<file path="config.mk">
export PLATFORM = sky130hd
export DESIGN_NAME = tss_sequencer
export DESIGN_NICKNAME = d
export VERILOG_FILES = /design/src/rtl/tss_pkg.sv /design/src/rtl/tss_tmr_if.sv /design/src/rtl/tss_wait_timer.sv /design/src/rtl/tss_pa_ramp.sv /design/src/rtl/tss_sequencer.sv
export SDC_FILE = /design/constraint.sdc
export NUM_CORES = 1
export LEC_CHECK = 0
export ABC_AREA = 1
export BUFFER_PORTS_ARGS = -buffer_cell sky130_fd_sc_hd__buf_4
export CORE_MARGIN = 2
export CORE_UTILIZATION = 40
export DETAILED_ROUTE_END_ITERATION = 8
export HOLD_SLACK_MARGIN = 0.05
export PLACE_DENSITY = 0.6
export SLEW_MARGIN = 30
export SYNTH_ARGS = -nofsm -noshare
export SYNTH_HDL_FRONTEND = slang
export SYNTH_SLANG_ARGS = --single-unit
</file>
<file path="constraint.sdc">
create_clock -name sys_clk_i -period 4.2 [get_ports sys_clk_i]
set_input_delay 0.84 -clock sys_clk_i [delete_from_list [all_inputs] [get_ports sys_clk_i]]
set_output_delay 0.84 -clock sys_clk_i [all_outputs]
set_load 0.01 [all_outputs]
</file>
<file path="src/rtl/tss_pkg.sv">
// Purpose: shared constants, types and helpers of the transmit sequencer
// Assumes: 50 MHz system clock
// Notes: all timing counts derive from the clock rate below
package tss_pkg;

  // ****************************************************************
  // clock and timing
  // ****************************************************************
  localparam int CLK_HZ = 50_000_000;
  localparam int US_PER_S = 1_000_000;
  localparam int US_PER_MS = 1_000;
  localparam int CYC_PER_US = CLK_HZ / US_PER_S;
  localparam int XO_SETTLE_US = 400;
  localparam int TUNE_SETTLE_US = 370;
  localparam int XO_SETTLE_CYC = XO_SETTLE_US * CYC_PER_US;
  localparam int TUNE_SETTLE_CYC = TUNE_SETTLE_US * CYC_PER_US;
  localparam int MS_CYC_DEF = US_PER_MS * CYC_PER_US;

  // ****************************************************************
  // configuration ranges and defaults
  // ****************************************************************
  localparam int NBTN = 7;
  localparam logic [22:0] PERIOD_MIN_MS = 23'h0007d0;
  localparam logic [22:0] PERIOD_MAX_MS = 23'h753db8;
  localparam logic [22:0] PERIOD_DEF_MS = 23'h0003e8;
  localparam logic [3:0] STUDY_DEF_S = 4'h5;
  localparam logic [13:0] MS_PER_S = 14'h03e8;
  localparam logic signed [4:0] TX_PWR_MIN = 5'sh16;
  localparam logic signed [4:0] TX_PWR_MAX = 5'sh0d;
  localparam logic signed [4:0] STUDY_PWR_MAX = 5'sh0e;
  localparam logic signed [4:0] STUDY_PWR_DEF = 5'sh1a;
  localparam logic [3:0] RAMP_SEL_NONE = 4'h0;
  localparam logic [3:0] RAMP_SEL_MAX = 4'hb;
  localparam logic [7:0] LVL_FULL = 8'hff;
  localparam logic [3:0] SYM_1920_BASE = 4'h3;
  localparam logic [3:0] SYM_1527 = 4'h4;
  localparam logic [3:0] SYM_2262 = 4'h8;

  // ****************************************************************
  // types
  // ****************************************************************
  typedef enum logic [1:0] {
    ST_SLEEP = 2'b00,
    ST_XO = 2'b01,
    ST_TUNE = 2'b10,
    ST_TX = 2'b11
  } tss_state_t;

  typedef enum logic [1:0] {
    FMT_1920 = 2'b00,
    FMT_1527 = 2'b01,
    FMT_2262 = 2'b10
  } tss_fmt_t;

  typedef enum logic [1:0] {
    BM_NORMAL = 2'b00,
    BM_MATRIX = 2'b01,
    BM_TOGGLE = 2'b10,
    BM_PWM = 2'b11
  } tss_bmode_t;

  // ****************************************************************
  // helpers
  // ****************************************************************
  function automatic logic signed [4:0] clamp_pwr(
    input logic signed [4:0] v, input logic signed [4:0] hi);
    if (v < TX_PWR_MIN)
      return TX_PWR_MIN;
    else if (v > hi)
      return hi;
    return v;
  endfunction

  function automatic logic [22:0] clamp_period(input logic [22:0] v);
    if (v < PERIOD_MIN_MS)
      return PERIOD_MIN_MS;
    else if (v > PERIOD_MAX_MS)
      return PERIOD_MAX_MS;
    return v;
  endfunction

endpackage

</file>
<file path="src/rtl/tss_tmr_if.sv">
// Purpose: load/expire handshake between sequencer and wait timer
// Assumes: single clock domain
// Notes: expired is a one-cycle pulse
`timescale 1ns/1ps
interface tss_tmr_if;
  logic load;
  logic [31:0] value;
  logic expired;
  modport ctl (output load, output value, input expired);
  modport tmr (input load, input value, output expired);
endinterface

</file>
<file path="src/rtl/tss_wait_timer.sv">
// Purpose: down counter for crystal and synthesizer settle waits
// Assumes: value of at least one
// Notes: expired pulses value+1 cycles after load
`timescale 1ns/1ps
module tss_wait_timer
  import tss_pkg::*;
(
  input wire logic sys_clk_i, // system clock
  input wire logic rst_i, // synchronous reset
  tss_tmr_if.tmr t // load and expire
);

  logic [31:0] cnt_q;
  logic exp_q;

  always_ff @(posedge sys_clk_i)
  begin
    if (rst_i)
      cnt_q <= 32'h0;
    else if (t.load)
      cnt_q <= t.value;
    else if (cnt_q != 32'h0)
      cnt_q <= cnt_q - 32'h1;
  end

  always_ff @(posedge sys_clk_i)
  begin
    if (rst_i)
      exp_q <= 1'b0;
    else
      exp_q <= !t.load && cnt_q == 32'h1;
  end

  assign t.expired = exp_q;

endmodule

</file>
<file path="src/rtl/tss_pa_ramp.sv">
// Purpose: power amplifier ramp up and down envelope
// Assumes: selection 0 = instant, n = 2^(n-1) us
// Notes: down ramp walks the same counter back, so it takes as long
`timescale 1ns/1ps
module tss_pa_ramp
  import tss_pkg::*;
(
  input wire logic sys_clk_i, // system clock
  input wire logic rst_i, // synchronous reset
  input wire logic on_i, // amplifier requested on
  input wire logic [3:0] sel_i, // ramp time selection
  output logic [7:0] level_o, // envelope level, registered
  output logic up_done_o, // at full level
  output logic down_done_o // fully off
);

  logic [5:0] pre_q;
  logic tick;
  logic [3:0] sel;
  logic [10:0] span;
  logic [10:0] cnt_q;
  logic [18:0] scaled;
  logic [7:0] level_d;
  logic [7:0] level_q;

  assign sel = (sel_i > RAMP_SEL_MAX) ? RAMP_SEL_MAX : sel_i;
  assign span = (sel == RAMP_SEL_NONE) ? 11'h000 :
    11'(11'h001 << (sel - 4'h1)); // RL11
  assign tick = pre_q == 6'(CYC_PER_US - 1);
  assign scaled = {cnt_q, 8'h00} >> (sel - 4'h1);

  always_ff @(posedge sys_clk_i)
  begin
    if (rst_i || tick)
      pre_q <= 6'h00;
    else
      pre_q <= pre_q + 6'h01;
  end

  always_ff @(posedge sys_clk_i)
  begin
    if (rst_i || span == 11'h000)
      cnt_q <= 11'h000;
    else if (on_i && cnt_q > span)
      cnt_q <= span;
    else if (tick && on_i && cnt_q < span)
      cnt_q <= cnt_q + 11'h001;
    else if (tick && !on_i && cnt_q != 11'h000)
      cnt_q <= cnt_q - 11'h001; // RL13
  end

  always_comb
  begin
    level_d = 8'h00;
    if (span == 11'h000)
      level_d = on_i ? LVL_FULL : 8'h00; // RL12
    else if (scaled > 19'(LVL_FULL))
      level_d = LVL_FULL;
    else
      level_d = scaled[7:0];
  end

  always_ff @(posedge sys_clk_i)
  begin
    if (rst_i)
      level_q <= 8'h00;
    else
      level_q <= level_d;
  end

  assign level_o = level_q;
  assign up_done_o = on_i && (span == 11'h000 || cnt_q == span);
  assign down_done_o = !on_i && cnt_q == 11'h000;
endmodule

</file>
<file path="src/rtl/tss_sequencer.sv">
// Purpose: sleep, crystal start, tune, transmit sequencer of a transmitter
// Assumes: 50 MHz clock, packet encoder answers pkt_done_i on this clock
// Notes: button and ready pins pass a three-stage synchroniser
// Notes on behaviour
// [RL1] only four states: sleep, crystal start-up, tune and transmit
// [RL2] idle in sleep; a press walks start-up, tune, then transmit
// [RL3] after the last packet the sequencer returns to sleep
// [RL4] periodic mode wakes from sleep each period for the same walk
// [RL5] wake period loaded only while periodic mode on, 2 s to 7683.512 s; reset value here is 1 s, kept while period input is 0
// [RL6] in sleep crystal, synthesizer and amplifier are all off
// [RL7] crystal start-up waits the settle time, typically 400 us
// [RL8] tune waits synthesizer settle, typically 370 us
// [RL9] amplifier turns on only after tune has finished
// [RL10] packets carry format, button mode and pressed buttons
// [RL11] ramp time selectable: 0, 1, 2, 4 ... 1024 us
// [RL12] ramp selection zero reaches full power at once
// [RL13] ramp down lasts as long as ramp up
// [RL14] software should keep ramp time at most half a symbol time
// [RL15] normal output power held within -10 to +13 dBm
// [RL16] study has an enable and works only in 1920 and 1527 formats
// [RL17] study packets start a set 1 to 15 s after pressing, default 5
// [RL18] study button picked among the enabled buttons
// [RL19] study packets use their own power, -10 to +14 dBm, default -6
// [RL20] symbols per bit: 1920 three to six, 1527 four, 2262 eight
// [RL21] format 2262 forces normal button mode
// [RL22] 1 to 256 packets per press (minimum) and per periodic wake
// [RL23] study button released early gives an ordinary press
// [RL24] state waits end on ready indication or fixed cycle count
`timescale 1ns/1ps
module tss_sequencer
  import tss_pkg::*;
#(
  parameter int XO_CYC = XO_SETTLE_CYC, // crystal settle cycles
  parameter int TUNE_CYC = TUNE_SETTLE_CYC, // synthesizer settle cycles
  parameter int MS_CYC = MS_CYC_DEF // cycles per millisecond
)
(
  input wire logic sys_clk_i, // system clock
  input wire logic rst_i, // synchronous reset
  input wire logic [NBTN-1:0] button_i, // push buttons, pin level
  input wire logic xo_ready_i, // crystal stable indication, pin
  input wire logic synth_lock_i, // synthesizer locked indication, pin
  input wire logic [NBTN-1:0] btn_enable_i, // buttons in use
  input wire logic [1:0] format_i, // encoding format
  input wire logic [1:0] button_mode_i, // button mode
  input wire logic [1:0] bit_format_i, // 1920 bit format, 3+n sym
  input wire logic [7:0] pkt_count_i, // packets minus one
  input wire logic periodic_en_i, // periodic transmission on
  input wire logic [22:0] period_ms_i, // wake period in ms, 0 keeps
  input wire logic [3:0] ramp_sel_i, // ramp time selection
  input wire logic signed [4:0] tx_power_i, // normal power, dBm
  input wire logic study_en_i, // id study on
  input wire logic [3:0] study_delay_i, // study delay s, 0 keeps
  input wire logic [2:0] study_btn_i, // study button index
  input wire logic signed [4:0] study_power_i, // study power, dBm
  input wire logic pkt_done_i, // encoder finished a packet
  output logic [1:0] state_o, // working state
  output logic xo_en_o, // crystal oscillator enable
  output logic synth_en_o, // synthesizer enable
  output logic pa_en_o, // amplifier enable
  output logic [7:0] pa_level_o, // amplifier envelope
  output logic signed [4:0] pa_power_o, // amplifier power, dBm
  output logic pkt_start_o, // start one packet, pulse
  output logic pkt_study_o, // packet is a study packet
  output logic [NBTN-1:0] pkt_btn_o, // buttons encoded
  output logic [1:0] pkt_fmt_o, // format for encoder
  output logic [1:0] pkt_mode_o, // button mode for encoder
  output logic [3:0] pkt_sym_o // symbols per bit
);

  // ****************************************************************
  // declarations
  // ****************************************************************
  tss_state_t state_q;
  tss_fmt_t fmt;
  tss_tmr_if tmr ();
  logic [NBTN+1:0] raw, s1_q, s2_q, s3_q, in_q;
  logic [NBTN-1:0] btn_now, study_mask, btn_lat_q;
  logic xo_ok, lock_ok;
  logic [31:0] ms_pre_q;
  logic ms_tick;
  logic [22:0] period_q, per_cnt_q;
  logic per_wake;
  logic [3:0] stu_delay_q;
  logic signed [4:0] stu_pwr_q;
  logic [13:0] stu_cnt_q, stu_target;
  logic study_ok, stu_hold, stu_arm_q, stu_wake, stu_cancel, btn_wake;
  logic load_q, study_q, per_run_q;
  logic [31:0] value_q;
  logic pa_on_q, fin_q, busy_q, start_q, more;
  logic [8:0] sent_q, target;
  logic up_done, down_done;
  logic [7:0] level;
  logic xo_en_q, synth_en_q, pa_en_q, pkt_study_q;
  logic signed [4:0] pa_power_q;
  logic [NBTN-1:0] pkt_btn_q;
  logic [1:0] pkt_fmt_q, pkt_mode_q;
  logic [3:0] pkt_sym_q;

  function automatic tss_fmt_t fmt_norm(input logic [1:0] f);
    unique case (f)
      2'b00: return FMT_1920;
      2'b10: return FMT_2262;
      default: return FMT_1527;
    endcase
  endfunction

  // ****************************************************************
  // input synchroniser
  // ****************************************************************
  assign raw = {synth_lock_i, xo_ready_i, button_i};

  always_ff @(posedge sys_clk_i)
  begin
    if (rst_i)
    begin
      s1_q <= '0;
      s2_q <= '0;
      s3_q <= '0;
      in_q <= '0;
    end
    else
    begin
      s1_q <= raw;
      s2_q <= s1_q;
      s3_q <= s2_q;
      in_q <= (~(s2_q ^ s3_q) & s2_q) | ((s2_q ^ s3_q) & in_q);
    end
  end

  assign btn_now = in_q[NBTN-1:0] & btn_enable_i;
  assign xo_ok = in_q[NBTN];
  assign lock_ok = in_q[NBTN+1];
  assign fmt = fmt_norm(format_i);

  // ****************************************************************
  // millisecond tick and periodic wake
  // ****************************************************************
  assign ms_tick = ms_pre_q == 32'(MS_CYC - 1);

  always_ff @(posedge sys_clk_i)
  begin
    if (rst_i || ms_tick)
      ms_pre_q <= 32'h0;
    else
      ms_pre_q <= ms_pre_q + 32'h1;
  end

  always_ff @(posedge sys_clk_i)
  begin
    if (rst_i)
      period_q <= PERIOD_DEF_MS;
    else if (periodic_en_i && period_ms_i != 23'h0)
      period_q <= clamp_period(period_ms_i); // RL5
  end

  always_ff @(posedge sys_clk_i)
  begin
    if (rst_i || !periodic_en_i || state_q != ST_SLEEP)
      per_cnt_q <= 23'h0;
    else if (ms_tick && per_cnt_q < period_q)
      per_cnt_q <= per_cnt_q + 23'h1;
  end

  assign per_wake = periodic_en_i && state_q == ST_SLEEP &&
    per_cnt_q >= period_q; // RL4

  // ****************************************************************
  // id study trigger
  // ****************************************************************
  always_ff @(posedge sys_clk_i)
  begin
    if (rst_i)
    begin
      stu_delay_q <= STUDY_DEF_S;
      stu_pwr_q <= STUDY_PWR_DEF;
    end
    else if (study_en_i)
    begin
      if (study_delay_i != 4'h0)
        stu_delay_q <= study_delay_i; // RL17
      stu_pwr_q <= clamp_pwr(study_power_i, STUDY_PWR_MAX); // RL19
    end
  end

  assign study_ok = study_en_i && fmt != FMT_2262; // RL16
  assign study_mask = NBTN'(7'h01 << study_btn_i) & btn_enable_i; // RL18
  assign stu_hold = study_ok && study_mask != '0 && btn_now == study_mask;
  assign stu_target = 14'({10'h000, stu_delay_q} * MS_PER_S);
  assign stu_wake = stu_hold && stu_cnt_q == stu_target; // RL17
  assign stu_cancel = stu_arm_q && btn_now == '0; // RL23
  assign btn_wake = btn_now != '0 && !stu_hold;

  always_ff @(posedge sys_clk_i)
  begin
    if (rst_i || state_q != ST_SLEEP || !stu_hold)
      stu_cnt_q <= 14'h0;
    else if (ms_tick && stu_cnt_q != stu_target)
      stu_cnt_q <= stu_cnt_q + 14'h1;
  end

  always_ff @(posedge sys_clk_i)
  begin
    if (rst_i || state_q != ST_SLEEP || stu_wake || btn_wake)
      stu_arm_q <= 1'b0;
    else if (stu_hold)
      stu_arm_q <= 1'b1;
  end

  // ****************************************************************
  // working state sequence
  // ****************************************************************
  always_ff @(posedge sys_clk_i)
  begin
    if (rst_i)
    begin
      state_q <= ST_SLEEP;
      load_q <= 1'b0;
      value_q <= 32'h0;
      study_q <= 1'b0;
      per_run_q <= 1'b0;
      btn_lat_q <= '0;
    end
    else
    begin
      load_q <= 1'b0;
      unique case (state_q) // RL1
        ST_SLEEP:
          if (stu_wake || stu_cancel || btn_wake || per_wake)
          begin
            state_q <= ST_XO; // RL2
            load_q <= 1'b1;
            value_q <= 32'(XO_CYC); // RL7
            study_q <= stu_wake;
            per_run_q <= !(stu_wake || stu_cancel || btn_wake); // RL4
            btn_lat_q <= (stu_wake || stu_cancel) ? study_mask : btn_now;
          end
        ST_XO:
          if (xo_ok || tmr.expired)
          begin
            state_q <= ST_TUNE; // RL24
            load_q <= 1'b1;
            value_q <= 32'(TUNE_CYC); // RL8
          end
        ST_TUNE:
          if (lock_ok || tmr.expired)
            state_q <= ST_TX; // RL24
        ST_TX:
          if (fin_q && down_done)
            state_q <= ST_SLEEP; // RL3
      endcase
    end
  end

  assign tmr.load = load_q;
  assign tmr.value = value_q;

  tss_wait_timer u_timer (
    .sys_clk_i(sys_clk_i),
    .rst_i(rst_i),
    .t(tmr)
  );

  // ****************************************************************
  // transmit: ramp, packets, ramp down
  // ****************************************************************
  assign target = {1'b0, pkt_count_i} + 9'h001;
  assign more = sent_q < target ||
    (!per_run_q && !study_q && btn_now != '0); // RL22

  always_ff @(posedge sys_clk_i)
  begin
    if (rst_i || state_q != ST_TX)
    begin
      pa_on_q <= 1'b0;
      fin_q <= 1'b0;
      sent_q <= 9'h000;
      busy_q <= 1'b0;
      start_q <= 1'b0;
    end
    else
    begin
      start_q <= 1'b0;
      if (!fin_q)
        pa_on_q <= 1'b1; // RL9
      if (busy_q && pkt_done_i)
      begin
        busy_q <= 1'b0;
        sent_q <= (sent_q == 9'h1ff) ? sent_q : sent_q + 9'h001;
      end
      else if (pa_on_q && up_done && !busy_q && !start_q)
      begin
        if (more)
        begin
          start_q <= 1'b1; // RL10
          busy_q <= 1'b1;
        end
        else
        begin
          fin_q <= 1'b1;
          pa_on_q <= 1'b0;
        end
      end
    end
  end

  tss_pa_ramp u_ramp (
    .sys_clk_i(sys_clk_i),
    .rst_i(rst_i),
    .on_i(pa_on_q),
    .sel_i(ramp_sel_i),
    .level_o(level),
    .up_done_o(up_done),
    .down_done_o(down_done)
  );

  // ****************************************************************
  // registered outputs
  // ****************************************************************
  always_ff @(posedge sys_clk_i)
  begin
    if (rst_i)
    begin
      xo_en_q <= 1'b0;
      synth_en_q <= 1'b0;
      pa_en_q <= 1'b0;
      pa_power_q <= 5'sh00;
    end
    else
    begin
      xo_en_q <= state_q != ST_SLEEP; // RL6
      synth_en_q <= state_q == ST_TUNE || state_q == ST_TX;
      pa_en_q <= pa_on_q || level != 8'h00;
      pa_power_q <= study_q ? stu_pwr_q :
        clamp_pwr(tx_power_i, TX_PWR_MAX); // RL15
    end
  end

  always_ff @(posedge sys_clk_i)
  begin
    if (rst_i)
    begin
      pkt_study_q <= 1'b0;
      pkt_btn_q <= '0;
      pkt_fmt_q <= FMT_1527;
      pkt_mode_q <= BM_NORMAL;
      pkt_sym_q <= SYM_1527;
    end
    else
    begin
      pkt_study_q <= study_q;
      pkt_btn_q <= btn_lat_q; // RL10
      pkt_fmt_q <= fmt;
      pkt_mode_q <= (fmt == FMT_2262) ? BM_NORMAL : button_mode_i; // RL21
      unique case (fmt) // RL20
        FMT_1920: pkt_sym_q <= SYM_1920_BASE + {2'b00, bit_format_i};
        FMT_1527: pkt_sym_q <= SYM_1527;
        FMT_2262: pkt_sym_q <= SYM_2262;
      endcase
    end
  end

  assign state_o = state_q;
  assign xo_en_o = xo_en_q;
  assign synth_en_o = synth_en_q;
  assign pa_en_o = pa_en_q;
  assign pa_level_o = level;
  assign pa_power_o = pa_power_q;
  assign pkt_start_o = start_q;
  assign pkt_study_o = pkt_study_q;
  assign pkt_btn_o = pkt_btn_q;
  assign pkt_fmt_o = pkt_fmt_q;
  assign pkt_mode_o = pkt_mode_q;
  assign pkt_sym_o = pkt_sym_q;
endmodule

</file>
=== Word-level counts from Yosys, hierarchy flattened ===
Index checks and enable logic that the tools add are counted.

* $add $sub $neg: 11
* Multipliers: 1
* Order comparisons: 13
* Equality and inequality tests: 20
* Shift-type cells: 3
* Mux-type cells: 50
* Bitwise gates (word level): 11
* Reduce and logical (&&, ||, !) cells: 82

{| class="wikitable"
|+ Operators with widths
! kind !! number
|-
| $mux 32 || 4
|-
| $mux 23 || 3
|-
| $pmux 32 s2 || 1
|-
| $mux 11 || 4
|-
| $mux 5 || 7
|-
| $add 32x1->32 const B || 1
|-
| $eq 32x1->1 const B || 1
|-
| $eq 32x16->1 const B || 1
|-
| $reduce_bool 32->1 || 1
|-
| $sub 32x1->32 const B || 1
|-
| $logic_and 1x1->1 || 26
|-
| $mux 8 || 3
|-
| $add 23x1->23 const B || 1
|-
| $ge 23x23->1 || 1
|-
| $gt 23x23->1 const B || 1
|-
| $lt 23x11->1 const B || 1
|-
| $lt 23x23->1 || 1
|-
| $reduce_bool 23->1 || 1
|-
| $logic_not 11->1 || 2
|-
| $gt 19x8->1 const B || 1
|-
| $logic_or 1x1->1 || 19
|-
| $shr 19x4->19 || 1
|-
| $and 9x9->9 || 2
|-
| $mux 1 || 18
|-
| 54 further kinds || 89
|}

* Bits in registers: 277
* Bits of input ports: 79
* Output and inout bits: 35
* Logic and storage cells: 227

=== Depth between registers and ports, before layout ===
* Depth after elaboration: 13
* Gate-level depth with buffers: 32
* Gate-level depth less buffers: 32

=== Cells and area by module ===
Synthesis repeated with hierarchy kept, for this count alone.

* Cells, all modules: 2310
* Area total of the unflattened synthesis: 15292.2 um^2

{| class="wikitable"
|+ Modules (own cells, without submodules)
! module !! times used !! cells an instance !! area an instance (um^2) !! sequential area each (um^2)
|-
| tss_sequencer || 1 || 1480 || 10277.4 || 3783.6
|-
| tss_pa_ramp || 1 || 458 || 2790.2 || 500.5
|-
| tss_wait_timer || 1 || 372 || 2224.6 || 660.6
|}

=== Worst setup path after synthesis ===
No wires, ideal clock.

* Path kind: in2reg
* From: input ramp_sel_i[2]
* To: register u_ramp.cnt_q[8]
* Library setup time: 116 ps
* Arrival: 4380 ps
* Data required time: 4084 ps
* Slack: -296 ps
* Cell stages on the path: 32
* Path buffers: 0
* Cells stage by stage: nand2_2 inv_1 nor2_1 ha_1 nand3b_1 nand2_2 inv_2 nand2_1 nor2_2 inv_1 ha_1 nand2_1 o21ai_0 nand3_1 o2111ai_1 nand2b_1 inv_1 fa_1 inv_1 nand3_1 nand2_1 nand2_1 nand2_1 a21oi_1 o21bai_1 nand2_1 nand2_1 nand2_1 nand3_1 o211ai_1 o21ai_0 nor2_1

* Word-level cells in the longest chain between the ends: 9
* Elaborated cells between the ends (all ways): 15
* Those cells by class: add/sub (1); order compare (3); shift (1); mux (4); reduce/logical (6)

{| class="wikitable"
|+ RTL lines
! what !! RTL line !! RTL
|-
| start, declared || tss_sequencer.sv:50 || <nowiki>input wire logic [3:0] ramp_sel_i,</nowiki>
|-
| $gt 4x4->1 || tss_pa_ramp.sv:26 || <nowiki>assign sel = (sel_i > RAMP_SEL_MAX) ? RAMP_SEL_MAX : sel_i;</nowiki>
|-
| $mux 4 (*) || tss_pa_ramp.sv:26 ||
|-
| $sub 4x1->4 || tss_pa_ramp.sv:28 || <nowiki>11'(11'h001 << (sel - 4'h1));</nowiki>
|-
| $shl 1x4->11 || tss_pa_ramp.sv:28 ||
|-
| $mux 11 (*) || tss_pa_ramp.sv:27 || <nowiki>assign span = (sel == RAMP_SEL_NONE) ? 11'h000 :</nowiki>
|-
| $lt 11x11->1 || tss_pa_ramp.sv:46 || <nowiki>else if (tick && on_i && cnt_q < span)</nowiki>
|-
| $logic_and 1x1->1 || tss_pa_ramp.sv:46 ||
|-
| $mux 11 || tss_pa_ramp.sv:46 ||
|-
| $mux 11 || tss_pa_ramp.sv:44 || <nowiki>else if (on_i && cnt_q > span)</nowiki>
|-
| end signal, assigned || tss_pa_ramp.sv:45 || <nowiki>cnt_q <= span;</nowiki>
|-
| end signal, assigned || tss_pa_ramp.sv:47 || <nowiki>cnt_q <= cnt_q + 11'h001;</nowiki>
|-
| end signal, assigned || tss_pa_ramp.sv:49 || <nowiki>cnt_q <= cnt_q - 11'h001;</nowiki>
|-
| end, declared || tss_pa_ramp.sv:21 || <nowiki>logic [10:0] cnt_q;</nowiki>
|}

Every way passes the cells marked *; elsewhere a longest branch is shown, timed or not.
A chain may end at the register's enable or synchronous reset.

=== Worst setup path in the final report ===
* From: input ramp_sel_i[2]
* To: register u_ramp.cnt_q[7]

Same word-level chain as after synthesis.

==> flow_summary_export.csv <==
group,metric,value,unit
clock_network,cts_root_buf,"clkbuf_16",
timing,rsz0062_at_grt,"true",
detailed_routing,via_count,13824,
synthesis,ys_ff_latch,247,
floorplan,fp.dieW,195,µm
synthesis,ys_seq_area_share,34.0,%
detailed_routing,viasPerCell,4.98,
global_routing,first_global_vias,13216,
worst_setup_path,path_max_fanout,6,
detailed_routing,drc_errors,0,
global_routing,grt_max_degree,46,
synthesis,synthDistinctLibCells,60,
layout,fin_cells,2777,
placement,place.gp.congestion,0.900,
timing,fin_skew,8.54,ps
layout,drive_gt1_share,12.9,%
layout,register_area,4940,µm²
synthesis,syn_area,14500,µm²
timing,period_needed,3900,ps
detailed_routing,drt_iter0_drc,809,
timing,slew_violations,0,
synthesis,synth_cells,2124,
worst_hold_path,min_path_type,"flop to flop",
floorplan,start_util,40.7,%
clock_network,cts_made_buffers,28,
placement,placedCellCount,2726,
clock_network,cts_buffer_depth,3,
placement,placed_cell_area,16300,µm²
floorplan,rows,69,
placement,hpwl,28900,µm
clock_network,clock_sinks,247,
synthesis,synth_nets,2295,
synthesis,ys.flop_type,"dfxtp_1",
timing,whs,400,ps
worst_hold_path,hold_depth,2,
floorplan,die-area,37900,µm²
layout,fillers,3580,
detailed_routing,wirelength,36800,µm
clock_network,clk-insertion-delay-late,540,ps
floorplan,fp.dieH,195,µm
layout,design_area,17300,µm²
timing,fin_tns_setup,0,ps
floorplan,coreArea,35700,µm²
synthesis,synth_top_area_share,34.0,%
layout,nets,2466,
global_routing,grtUsageTotal,19.3,%
clock_network,cts-hold-fix-buffers,0,
power,power_leakage,7.97,nW
synthesis,synth_edf_count,0,
worst_setup_path,setup.worst_path.class,"input pin to flop",
timing,hold_viol,0,
worst_setup_path,cp.required,4670,ps
detailed_routing,dr.pass1.iters,5,
global_routing,overflow,0,
worst_setup_path,r2r_cells,19,
placement,io_buffers,113,
clock_network,clk_pin_slew_worst_paths,60,ps
worst_setup_path,worst_setup_path_start_kind,"input pin",
layout,final_common_cell,"nand2_1",
synthesis,async_flop_share,0,%
layout,multi_input_area,8100,µm²
power,power,7.17,mW
timing,max_slew_margin,42.4,%
synthesis,synth_warnings,0,
clock_network,cts_tree,"built",
detailed_routing,wl_per_cell,13.2,µm
worst_setup_path,crit_arrival,4360,ps
global_routing,grt_pass1_wl,61700,µm
timing,finalCritPeriodShare,92.8,%
layout,mostFrequentLayoutCells,"nand2_1 (434), inv_1 (352), dfxtp_1 (247)",
global_routing,grt_antenna_before_repair,1,
power,peakVddDrop,0.309,mV
run_status,status,"finished, final reports clean",
synthesis,synth_area_per_cell,6.84,µm²
timing,max_freq,0.257,GHz
timing,setup_viol,0,
layout,areaGrowthSynthToFinish,19.4,%
synthesis,synth_area_leader_cell,"dfxtp_1",
floorplan,num_io_pins,114,
detailed_routing,drtAntennaViolNets,0,
run,max_cap_viol_count,0,
clock_network,htreeDepth,1,
worst_setup_path,crit_path_end_kind,"flop",
synthesis,yosys-top-cells-area,"dfxtp_1 (34%), nand2_1 (11%), inv_1 (9.1%)",
power,p_per_area,413,nW/µm²
timing,worst_pin_slew,857,ps
-- registers in the layout, indices dropped and copies added, names as in the netlist, 6 cells and up, named ones only --
signal / cells
s2_q: 9
sent_q: 9
u_ramp.level_o: 8
ms_pre_q: 32
s1_q: 9
u_timer.cnt_q: 32
u_ramp.cnt_q: 11
stu_cnt_q: 14
btn_lat_q: 7
period_q: 23
u_ramp.pre_q: 6
s3_q: 9
pkt_btn_o: 7
per_cnt_q: 23
-- metal layers --
layer	track usage (%)	vias to the layer above	routed length [µm]	part of all wire (%)
met5	0	-	0	0
met4	5.58	0	930	2.5
met3	2.72	63	1730	4.7
met2	33.7	271	17000	46
met1	24.6	6245	17100	46
li1	-	7245	-	-
-- worst max-delay path, stage by stage --
cell       delay, ps
buf_4             90
nand2_2           70
inv_1            100
nor2_4            40
ha_1             200
nand3b_1         200
nand2_4          140
nand2_4           80
nor2_2           110
inv_1             70
ha_1             290
a21oi_1          150
o21ai_1           80
nand2_1           70
o2111ai_2        110
nand2b_4         190
ha_1             330
a21oi_1          200
nand2_1          100
nand2_1          100
nand2_1           70
a21oi_2          140
o21ai_0          110
xnor2_1          140
o21ai_0          140
o21ai_0           90
a21oi_1          130
-- through the flow --
stage                     utilization [%]  setup slack, ps
after floorplan                         -            -7.50
after global placement               45.6             -264
after detailed placement             45.6             -382
after CTS                            48.5              170
after global routing                 48.6            -12.0
final                                48.6              304
-- cell usage after synthesis (5+ instances only) --
cell type / number
buf_1: 5
nand2_1: 435
a31oi_1: 6
ha_1: 84
xnor2_1: 14
nand2_4: 5
nor3_1: 65
nor2_1: 231
o211ai_1: 7
dfxtp_1: 247
fa_1: 8
o21a_1: 8
o21ai_1: 11
nor2_2: 12
nor3_2: 5
nand3b_1: 9
xor2_1: 43
nand3_1: 92
inv_2: 9
nor4_1: 31
inv_1: 353
o21ai_0: 118
nand4_1: 57
clkbuf_1: 18
buf_2: 5
nand2_2: 7
a21oi_1: 166
o31ai_1: 5
-- cell type report --
type,count,area share (%)
Antenna cell,1,0.0144
Multi-Input combinational cell,1476,46.7
Sequential cell,247,28.5
Timing Repair Buffer,175,7.58
Inverter,367,8.00
Clock inverter,8,0.823
Clock buffer,42,5.04
Tap cell,461,3.33
-- cell families (layout without fill, tap and decap cells) --
logic type / after synthesis / count (layout) / synth area share (%)
and+or+nand+nor: 980 / 980 / 30.5
buffers and inverters: 401 / 592 / 10.7
AOI/OAI and AO/OA: 345 / 345 / 12.9
DFF: 247 / 247 / 34.0
adders and majority gates: 92 / 92 / 8.34
xor gates and xnor gates: 57 / 57 / 3.44
muxes: 2 / 2 / 0.138
other: 0 / 1 / 0
-- final timing paths --
check,slack (ps),startpoint,endpoint
setup / recovery,300,ramp_sel_i[2],u_ramp.cnt_q[7]
hold / removal,400,s1_q[1],s2_q[1]
setup reg to reg,400,stu_delay_q[1],btn_lat_q[4]
hold reg to reg,400,s1_q[1],s2_q[1]
-- report_power, final --
| part | internal (mW) | switching [mW] | leakage (nW) | total [mW] |
|---|---|---|---|---|
| logic | 0.692 | 1.14 | 5.46 | 1.84 |
| clock network | 1.67 | 0.965 | 0.501 | 2.64 |
| registers | 2.54 | 0.153 | 2.01 | 2.70 |
-- timing repair --
| action | CTS | global route |
|---|---|---|
| buffers inserted | 0 | 0 |
| gates resized for setup | 0 | 13 |
| setup endpoints to repair | 0 | 5 |
| endpoints found under the hold margin | 0 | 0 |
No activity file was read; power rests on OpenSTA's default activity.
